**src/core/gpm_pkg.sv**
```systemverilog
// Functional notes
// - Four-bit function field picks pin role; zero disables, reset value.
// - Code 0001 puts the record word clock on the pin.
// - Codes 0010 to 0101 output the selected clock divided by 1, 2, 4, 8.
// - Code 0110 outputs the short-circuit interrupt.
// - Code 0111 taken as the AGC noise interrupt source.
// - Code 1000 makes the pin an undriven general input.
// - Read-only bit returns the sampled pin level while used as input.
// - Code 1001 makes the pin a general output.
// - In output mode the pin drives the output value bit.
// - Code 1011 is the bus word clock, direction from bus setting.
// - Code 1100 outputs the active-high button interrupt.
// - Code 1101 outputs the headset detection interrupt.
// - Code 1110 outputs headset detection OR button interrupt.
// - Code 1111 outputs OR of headset, button, short and AGC interrupts.
// - Clock select bit: 0 takes PLL output, 1 takes divider mux output.
// - Duration bit 0 gives one active-high pulse of about 2 ms.
// - Duration bit 1 pulses until host reads sticky flags register.
package gpm_pkg;
   localparam logic [6:0] CTRL_OFFSET = 7'h62;
   localparam logic [7:0] CTRL_RESET = 8'h00;
   localparam int FUNC_MSB = 7;
   localparam int FUNC_LSB = 4;
   localparam int CLKSEL_BIT = 3;
   localparam int DUR_BIT = 2;
   localparam int INVAL_BIT = 1;
   localparam int OUTVAL_BIT = 0;
   localparam int CLK_MHZ = 50;
   localparam int PULSE_US = 2000;
   localparam int PULSE_CYC = PULSE_US * CLK_MHZ;
   localparam int GAP_CYC = PULSE_CYC;
   localparam logic [3:0] F_OFF = 4'h0;
   localparam logic [3:0] F_ADCWCLK = 4'h1;
   localparam logic [3:0] F_DIV1 = 4'h2;
   localparam logic [3:0] F_DIV2 = 4'h3;
   localparam logic [3:0] F_DIV4 = 4'h4;
   localparam logic [3:0] F_DIV8 = 4'h5;
   localparam logic [3:0] F_SHORT = 4'h6;
   localparam logic [3:0] F_AGC = 4'h7;
   localparam logic [3:0] F_GPI = 4'h8;
   localparam logic [3:0] F_GPO = 4'h9;
   localparam logic [3:0] F_RSVD = 4'ha;
   localparam logic [3:0] F_WCLK = 4'hb;
   localparam logic [3:0] F_BTN = 4'hc;
   localparam logic [3:0] F_HSDET = 4'hd;
   localparam logic [3:0] F_HS_BTN = 4'he;
   localparam logic [3:0] F_ANY = 4'hf;
endpackage : gpm_pkg

```
**src/core/gpm_pin_mux.sv**
```systemverilog
`timescale 1ns/1ns
`default_nettype none
module gpm_pin_mux #(
   parameter int PULSE_CYC = gpm_pkg::PULSE_CYC,
   parameter int GAP_CYC = gpm_pkg::GAP_CYC
) (
   input wire logic mclk,
   input wire logic sys_rst,
   input wire logic [6:0] reg_addr,
   input wire logic reg_wr,
   input wire logic reg_rd,
   input wire logic [7:0] reg_wdata,
   output logic [7:0] reg_rdata,
   input wire logic flags_read,
   input wire logic adc_wclk,
   input wire logic bus_wclk_out,
   input wire logic bus_wclk_is_out,
   output logic bus_wclk_in,
   input wire logic pll_clk_en,
   input wire logic clkdiv_mux_en,
   input wire logic irq_short,
   input wire logic irq_agc,
   input wire logic irq_button,
   input wire logic irq_headset,
   input wire logic multi_function_pin_one_in,
   output logic multi_function_pin_one_out,
   output logic multi_function_pin_one_oe
);
   logic [7:0] ctrl_reg, ctrl_next;
   logic [2:0] sync_reg, sync_next;
   logic in_reg, in_next;
   logic [2:0] div_reg, div_next;
   logic clk_reg, clk_next;
   logic out_reg, out_next;
   logic oe_reg, oe_next;
   logic [3:0] func;
   logic src_en;
   logic irq_sel;
   logic irq_shaped;
   logic div_tick;

   assign func = ctrl_reg[gpm_pkg::FUNC_MSB:gpm_pkg::FUNC_LSB];

   // ===========================================
   // Control register
   always_comb begin
      ctrl_next = ctrl_reg;
      if (reg_wr && reg_addr == gpm_pkg::CTRL_OFFSET) begin
         ctrl_next = reg_wdata;
         ctrl_next[gpm_pkg::INVAL_BIT] = 1'b0;
      end
      // The read-only input bit holds zero outside input roles.
      ctrl_next[gpm_pkg::INVAL_BIT] = in_reg;
   end

   always_comb begin
      reg_rdata = 8'h00;
      if (reg_rd && reg_addr == gpm_pkg::CTRL_OFFSET) begin
         reg_rdata = ctrl_reg;
      end
   end

   // ===========================================
   // Input sampling
   always_comb begin
      sync_next = {sync_reg[1:0], multi_function_pin_one_in};
      in_next = in_reg;
      if (func == gpm_pkg::F_GPI ||
          (func == gpm_pkg::F_WCLK && !bus_wclk_is_out)) begin
         if (sync_reg[1] == sync_reg[2]) begin
            in_next = sync_reg[2];
         end
      end else begin
         in_next = 1'b0;
      end
   end

   // ===========================================
   // Clock divider
   always_comb begin
      // Source enables mark each edge of the chosen clock; one step toggles.
      src_en = ctrl_reg[gpm_pkg::CLKSEL_BIT] ? clkdiv_mux_en : pll_clk_en;
      div_next = div_reg;
      div_tick = 1'b0;
      if (src_en) begin
         div_next = div_reg + 3'h1;
         unique case (func)
            gpm_pkg::F_DIV2: div_tick = div_reg[0] == 1'b1;
            gpm_pkg::F_DIV4: div_tick = div_reg[1:0] == 2'h3;
            gpm_pkg::F_DIV8: div_tick = div_reg == 3'h7;
            default: div_tick = 1'b1;
         endcase
      end
      clk_next = div_tick ? !clk_reg : clk_reg;
   end

   // ===========================================
   // Interrupt source selection
   always_comb begin
      unique case (func)
         gpm_pkg::F_SHORT: irq_sel = irq_short;
         gpm_pkg::F_AGC: irq_sel = irq_agc;
         gpm_pkg::F_BTN: irq_sel = irq_button;
         gpm_pkg::F_HSDET: irq_sel = irq_headset;
         gpm_pkg::F_HS_BTN: irq_sel = irq_headset | irq_button;
         gpm_pkg::F_ANY: irq_sel = irq_headset | irq_button |
                                   irq_short | irq_agc;
         default: irq_sel = 1'b0;
      endcase
   end

   gpm_irq_shaper #(
      .PULSE_CYC(PULSE_CYC),
      .GAP_CYC(GAP_CYC)
   ) u_shaper (
      .mclk(mclk),
      .sys_rst(sys_rst),
      .irq_level(irq_sel),
      .continuous(ctrl_reg[gpm_pkg::DUR_BIT]),
      .flags_read(flags_read),
      .irq_out(irq_shaped)
   );

   // ===========================================
   // Pin drive
   always_comb begin
      out_next = 1'b0;
      oe_next = 1'b1;
      unique case (func)
         gpm_pkg::F_ADCWCLK: out_next = adc_wclk;
         gpm_pkg::F_DIV1, gpm_pkg::F_DIV2,
         gpm_pkg::F_DIV4, gpm_pkg::F_DIV8: out_next = clk_reg;
         gpm_pkg::F_GPO: begin
            out_next = ctrl_reg[gpm_pkg::OUTVAL_BIT];
         end
         gpm_pkg::F_WCLK: begin
            out_next = bus_wclk_out;
            oe_next = bus_wclk_is_out;
         end
         gpm_pkg::F_SHORT, gpm_pkg::F_AGC, gpm_pkg::F_BTN, gpm_pkg::F_HSDET,
         gpm_pkg::F_HS_BTN, gpm_pkg::F_ANY: out_next = irq_shaped;
         // Reserved code is left undriven as a safe fallback.
         default: oe_next = 1'b0;
      endcase
   end

   always_ff @(posedge mclk) begin
      if (sys_rst) begin
         ctrl_reg <= gpm_pkg::CTRL_RESET;
         sync_reg <= 3'h0;
         in_reg <= 1'b0;
         div_reg <= 3'h0;
         clk_reg <= 1'b0;
         out_reg <= 1'b0;
         oe_reg <= 1'b0;
      end else begin
         ctrl_reg <= ctrl_next;
         sync_reg <= sync_next;
         in_reg <= in_next;
         div_reg <= div_next;
         clk_reg <= clk_next;
         out_reg <= out_next;
         oe_reg <= oe_next;
      end
   end

   assign multi_function_pin_one_out = out_reg;
   assign multi_function_pin_one_oe = oe_reg;
   assign bus_wclk_in = in_reg;
endmodule : gpm_pin_mux
`default_nettype wire

```
**src/core/gpm_irq_shaper.sv**
```systemverilog
`timescale 1ns/1ns
`default_nettype none
module gpm_irq_shaper #(
   parameter int PULSE_CYC = gpm_pkg::PULSE_CYC,
   parameter int GAP_CYC = gpm_pkg::GAP_CYC
) (
   input wire logic mclk,
   input wire logic sys_rst,
   input wire logic irq_level,
   input wire logic continuous,
   input wire logic flags_read,
   output logic irq_out
);
   typedef enum logic [1:0] {S_IDLE, S_HIGH, S_LOW} gpm_shp_t;
   gpm_shp_t state_reg, state_next;
   logic [31:0] cnt_reg, cnt_next;
   logic prev_reg, prev_next;
   logic armed_reg, armed_next;
   logic rise;

   // ===========================================
   // Pulse shaping
   assign rise = irq_level && !prev_reg;
   always_comb begin
      state_next = state_reg;
      cnt_next = cnt_reg;
      prev_next = irq_level;
      armed_next = armed_reg;
      if (rise && continuous) begin
         armed_next = 1'b1;
      end else if (flags_read) begin
         armed_next = 1'b0;
      end
      unique case (state_reg)
         S_IDLE: begin
            if (rise) begin
               state_next = S_HIGH;
               cnt_next = 32'(PULSE_CYC - 1);
            end
         end
         S_HIGH: begin
            if (cnt_reg == 32'h0) begin
               state_next = S_LOW;
               cnt_next = 32'(GAP_CYC - 1);
            end else begin
               cnt_next = cnt_reg - 32'h1;
            end
         end
         S_LOW: begin
            if (cnt_reg == 32'h0) begin
               // Repeats only while the host has not read the flags.
               if (armed_next) begin
                  state_next = S_HIGH;
                  cnt_next = 32'(PULSE_CYC - 1);
               end else begin
                  state_next = S_IDLE;
               end
            end else begin
               cnt_next = cnt_reg - 32'h1;
            end
         end
      endcase
   end

   always_ff @(posedge mclk) begin
      if (sys_rst) begin
         state_reg <= S_IDLE;
         cnt_reg <= 32'h0;
         prev_reg <= 1'b0;
         armed_reg <= 1'b0;
      end else begin
         state_reg <= state_next;
         cnt_reg <= cnt_next;
         prev_reg <= prev_next;
         armed_reg <= armed_next;
      end
   end

   assign irq_out = (state_reg == S_HIGH);
endmodule : gpm_irq_shaper
`default_nettype wire

```
**config.mk**
```make
export PLATFORM = sky130hd
export DESIGN_NAME = gpm_pin_mux
export DESIGN_NICKNAME = d
export VERILOG_FILES = /design/src/core/gpm_pkg.sv /design/src/core/gpm_pin_mux.sv /design/src/core/gpm_irq_shaper.sv
export SDC_FILE = /design/constraint.sdc
export NUM_CORES = 1
export LEC_CHECK = 0
export BUFFER_PORTS_ARGS = -buffer_cell sky130_fd_sc_hd__buf_2
export CAP_MARGIN = 10
export CELL_PAD_IN_SITES_DETAIL_PLACEMENT = 0
export CELL_PAD_IN_SITES_GLOBAL_PLACEMENT = 1
export CORE_ASPECT_RATIO = 0.5
export CORE_UTILIZATION = 42
export DETAILED_ROUTE_END_ITERATION = 8
export HOLD_SLACK_MARGIN = 0.06
export PLACE_DENSITY = 0.76
export RECOVER_POWER = 25
export SLEW_MARGIN = 20
export SYNTH_ARGS = -nofsm -noshare
export SYNTH_HDL_FRONTEND = slang
export SYNTH_SLANG_ARGS = --single-unit
```
**constraint.sdc**
```tcl
create_clock -name mclk -period 2.86 [get_ports mclk]
set_input_delay 0.286 -clock mclk [delete_from_list [all_inputs] [get_ports mclk]]
set_output_delay 0.286 -clock mclk [all_outputs]
set_load 0.05 [all_outputs]
```
==> flow_summary.yaml <==
route:
  ant_nets: 0
  first_iter_violations: 160
  num_vias: 2742
  avgViaCountPerCell: 5.70
  drc: 0
  totalWireLength_mm: 7.52
  dr.pass1.iters: 4
  wl_per_cell_um: 15.6
status:
  status: "finished, final reports clean"
pwr:
  seqPwrFrac_pct: 53.0
  p_leak_nw: 1.52
  switching_power_mw: 0.326
  ir_drop_v: 0.000226
  p_int_mw: 1.11
  power_frac_clock_pct: 42.7
  switching_share_pct: 22.7
  power_frac_comb_pct: 4.3
  power_density_mw_per_mm2: 426
clock_tree:
  cts.sinks: 54
  htreeDepth: 2
  cts_made_buffers: 5
  clk_path_buf_depth: 2
  postCtsHoldBufs: 0
  clock-root-buffer: "clkbuf_16"
  post_cts_resized: 0
  cts_setup_buffers: 0
  clk_latency_ns: 0.29
  cts_tree: "done"
  clkTransAtPathRegs_ns: 0.07
cells_and_area:
  nets: 429
  largest_reg_flops: 32
  n_fill_cell: 619
  post_route_cells_drive_above_1_share_pct: 17.8
  seqCellArea_mm2: 0.00108
  antenna_cells: 0
  syn2layout_area_growth_pct: 16.1
  stdcell_area_mm2: 0.00337
  multiInputGateArea_mm2: 0.00171
sta:
  max_freq_mhz: 380
  relSlewSlack_pct: 0.738
  finalHoldViolCount: 0
  report.final.slew_viol_count: 0
  worst_pin_slew_ns: 1.49
  finalSetupTns_ns: 0
  post-route-min-period_ns: 2.63
  finalClockSkew_ns: 0.00457
  rsz0062_at_grt: "no"
  hold-worst-slack_ns: 0.199
  period_share_pct: 92.0
  finalSetupViolCount: 0
global_routing:
  grt_pass1_vias: 2571
  grt_pass1_wl_mm: 12.5
  gr-total-overflow: 0
  track_usage_pct: 22.2
  grt_start_max_net_pins: 34
  antenna_found_initial: 0
setup_path:
  crit_path_frequent_cell: "or4_4"
  r2r_slack_ns: 0.23
  timing.rr.start: "u_shaper.cnt_reg[8]$_SDFFE_PP0P_"
  worstPathArrival_ns: 2.82
  crit_path_max_fanout: 7
  critPathKind: "flip-flop to flip-flop"
  crit_path_start_kind: "flip-flop"
  r2r_cells: 6
  slowest_delay_ns: 0.70
  critPathSlowestCell: "or4_1"
  path_delay_family: "simple AND/OR/NAND/NOR gates"
  endpoint_kind: "flip-flop"
  worstPathCellList: "or4_1, or4_4, or4_4, nand2_1, o21ai_1, a21o_1"
  reg2reg_to: "u_shaper.cnt_reg[27]$_SDFFE_PP0P_"
  required_ns: 3.05
  timing.critical_path.buf_inv: 0
synthesis:
  ys_ff_latch: 54
  synth-simple-area-share_pct: 28.4
  synthesis.area_per_instance_um2: 8.24
  ys.flop_type: "dfxtp_1"
  synth-compound-area-share_pct: 21.2
  synth_fa_ha_area_share_pct: 3.36
  synth_warnings: 0
  synth_xor_area_share_pct: 0.604
  synth_top_family_by_area: "simple AND/OR/NAND/NOR gates"
  synth-edff-count: 0
  syn_area_mm2: 0.00290
  seq_area_frac_synth_pct: 37.3
  syn_nets: 389
  synth_cell_type_count: 50
  synth_mux_area_share_pct: 4.83
  ys_async_sr_fraction_pct: 0
  syn_inst: 352
min_path:
  min_to: "sync_reg[0]$_SDFF_PP0_"
  worstHoldStart: "multi_function_pin_one_in"
  min_path_cells: 2
  hold_path.class: "primary input to flip-flop"
floorplan:
  fp.dieH_um: 60.8
  core_area_mm2: 0.00636
  num_rows: 20
  die_w_um: 120
  pin_count: 41
  initial_utilization_pct: 45.6
  die-area_mm2: 0.00726
place:
  io_buffers: 39
  placed_area_mm2: 0.00323
  gp_congestion: 0.853
  dp_hpwl_mm: 5.29
flow_run:
  drv_cap: 0
## Yosys cell counts (all sizes together) (3+ instances only)
cell    count  area share (%)
dfxtp      54              37
nor2       31             4.0
o21ai      30             5.2
nand2      22             2.8
a21oi      18             3.1
nor3       18             3.3
nor4       15             3.8
mux2i      14             4.8
inv        13             1.7
clkbuf     11             1.4
a311oi     10             3.0
and3       10             2.2
nand3       9             1.6
or4         8             2.3
a21o        7             1.8
buf         7             1.3
ha          7             3.0
nor2b       7             1.5
or3         7             1.5
a22o        6             1.8
nand2b      5             1.1
a31o        4             1.2
a31oi       4            0.86
o22ai       4            0.86
o31ai       4             1.0
or2         4            0.86
nor3b       3            0.78
## cell usage in the layout, fill, tap and decap left out, types with 9 or more instances in the layout
master / instances
a21oi_1: 18
a311oi_1: 10
and3_1: 10
buf_2: 35
buf_4: 11
dfxtp_1: 54
inv_1: 13
mux2i_1: 14
nand2_1: 22
nand3_1: 9
nor2_1: 31
nor3_1: 16
nor4_1: 14
o21ai_0: 29
## routing by layer
layer / up-vias / routed length, um / GRT usage, %
li1: 1399 / - / -
met1: 1266 / 3860 / 30.3
met2: 72 / 3240 / 36.3
met3: 5 / 372 / 4.32
met4: 0 / 40 / 6.61
met5: - / 0 / 0
## worst max-delay path by stage
stage	depth (start not counted)	start	slack (ns)	to
2_1_floorplan	7	u_shaper.cnt_reg[8]$_SDFFE_PP0P_	0.45	u_shaper.cnt_reg[27]$_SDFFE_PP0P_
3_3_place_gp	6	u_shaper.cnt_reg[8]$_SDFFE_PP0P_	0.29	u_shaper.cnt_reg[27]$_SDFFE_PP0P_
3_5_place_dp	6	u_shaper.cnt_reg[8]$_SDFFE_PP0P_	0.25	u_shaper.cnt_reg[27]$_SDFFE_PP0P_
4_1_cts	6	u_shaper.cnt_reg[8]$_SDFFE_PP0P_	0.25	u_shaper.cnt_reg[27]$_SDFFE_PP0P_
5_1_grt	7	u_shaper.cnt_reg[20]$_SDFFE_PP0P_	0.11	u_shaper.cnt_reg[22]$_SDFFE_PP0P_
6_report	6	u_shaper.cnt_reg[8]$_SDFFE_PP0P_	0.23	u_shaper.cnt_reg[27]$_SDFFE_PP0P_
## layout make-up
class | instances | share of cell area, %
clock inverter | 3 | 0.632
multi-input combinational | 267 | 50.6
timing repair buffer | 51 | 8.21
clock buffer | 5 | 3.71
sequential | 54 | 32.1
inverter | 13 | 1.45
tap | 88 | 3.27
## logic make-up after synthesis
family                   Yosys count
AO/OA/AOI/OAI                     95
XOR/XNOR                           2
adder cells (fa/ha/maj)            8
buffers and inverters             31
flip-flops                        54
multiplexers                      14
AND/OR/NAND/NOR                  148
## metrics by stage
stage | setup slack [ns] | std cells | total power, mW | utilization, %
finish | 0.230 | 481 | 1.44 | 53.0
global route | 0.114 | 481 | 1.49 | 53.0
CTS | 0.252 | 481 | 1.45 | 53.1
detailed placement | 0.253 | 473 | 0.841 | 50.7
global placement | 0.286 | 473 | 0.838 | 50.7
floorplan | 0.450 | 352 | 0.810 | -
## power by group through the flow
stage	sequential [mW]	clock [mW]	combinational, mW
global placement	0.778	0	0.0599
finish	0.761	0.614	0.0612
CTS	0.761	0.626	0.0623
floorplan	0.778	0	0.0320
detailed placement	0.779	0	0.0618
global route	0.762	0.663	0.0686
Power figures use the tool's default switching activity.
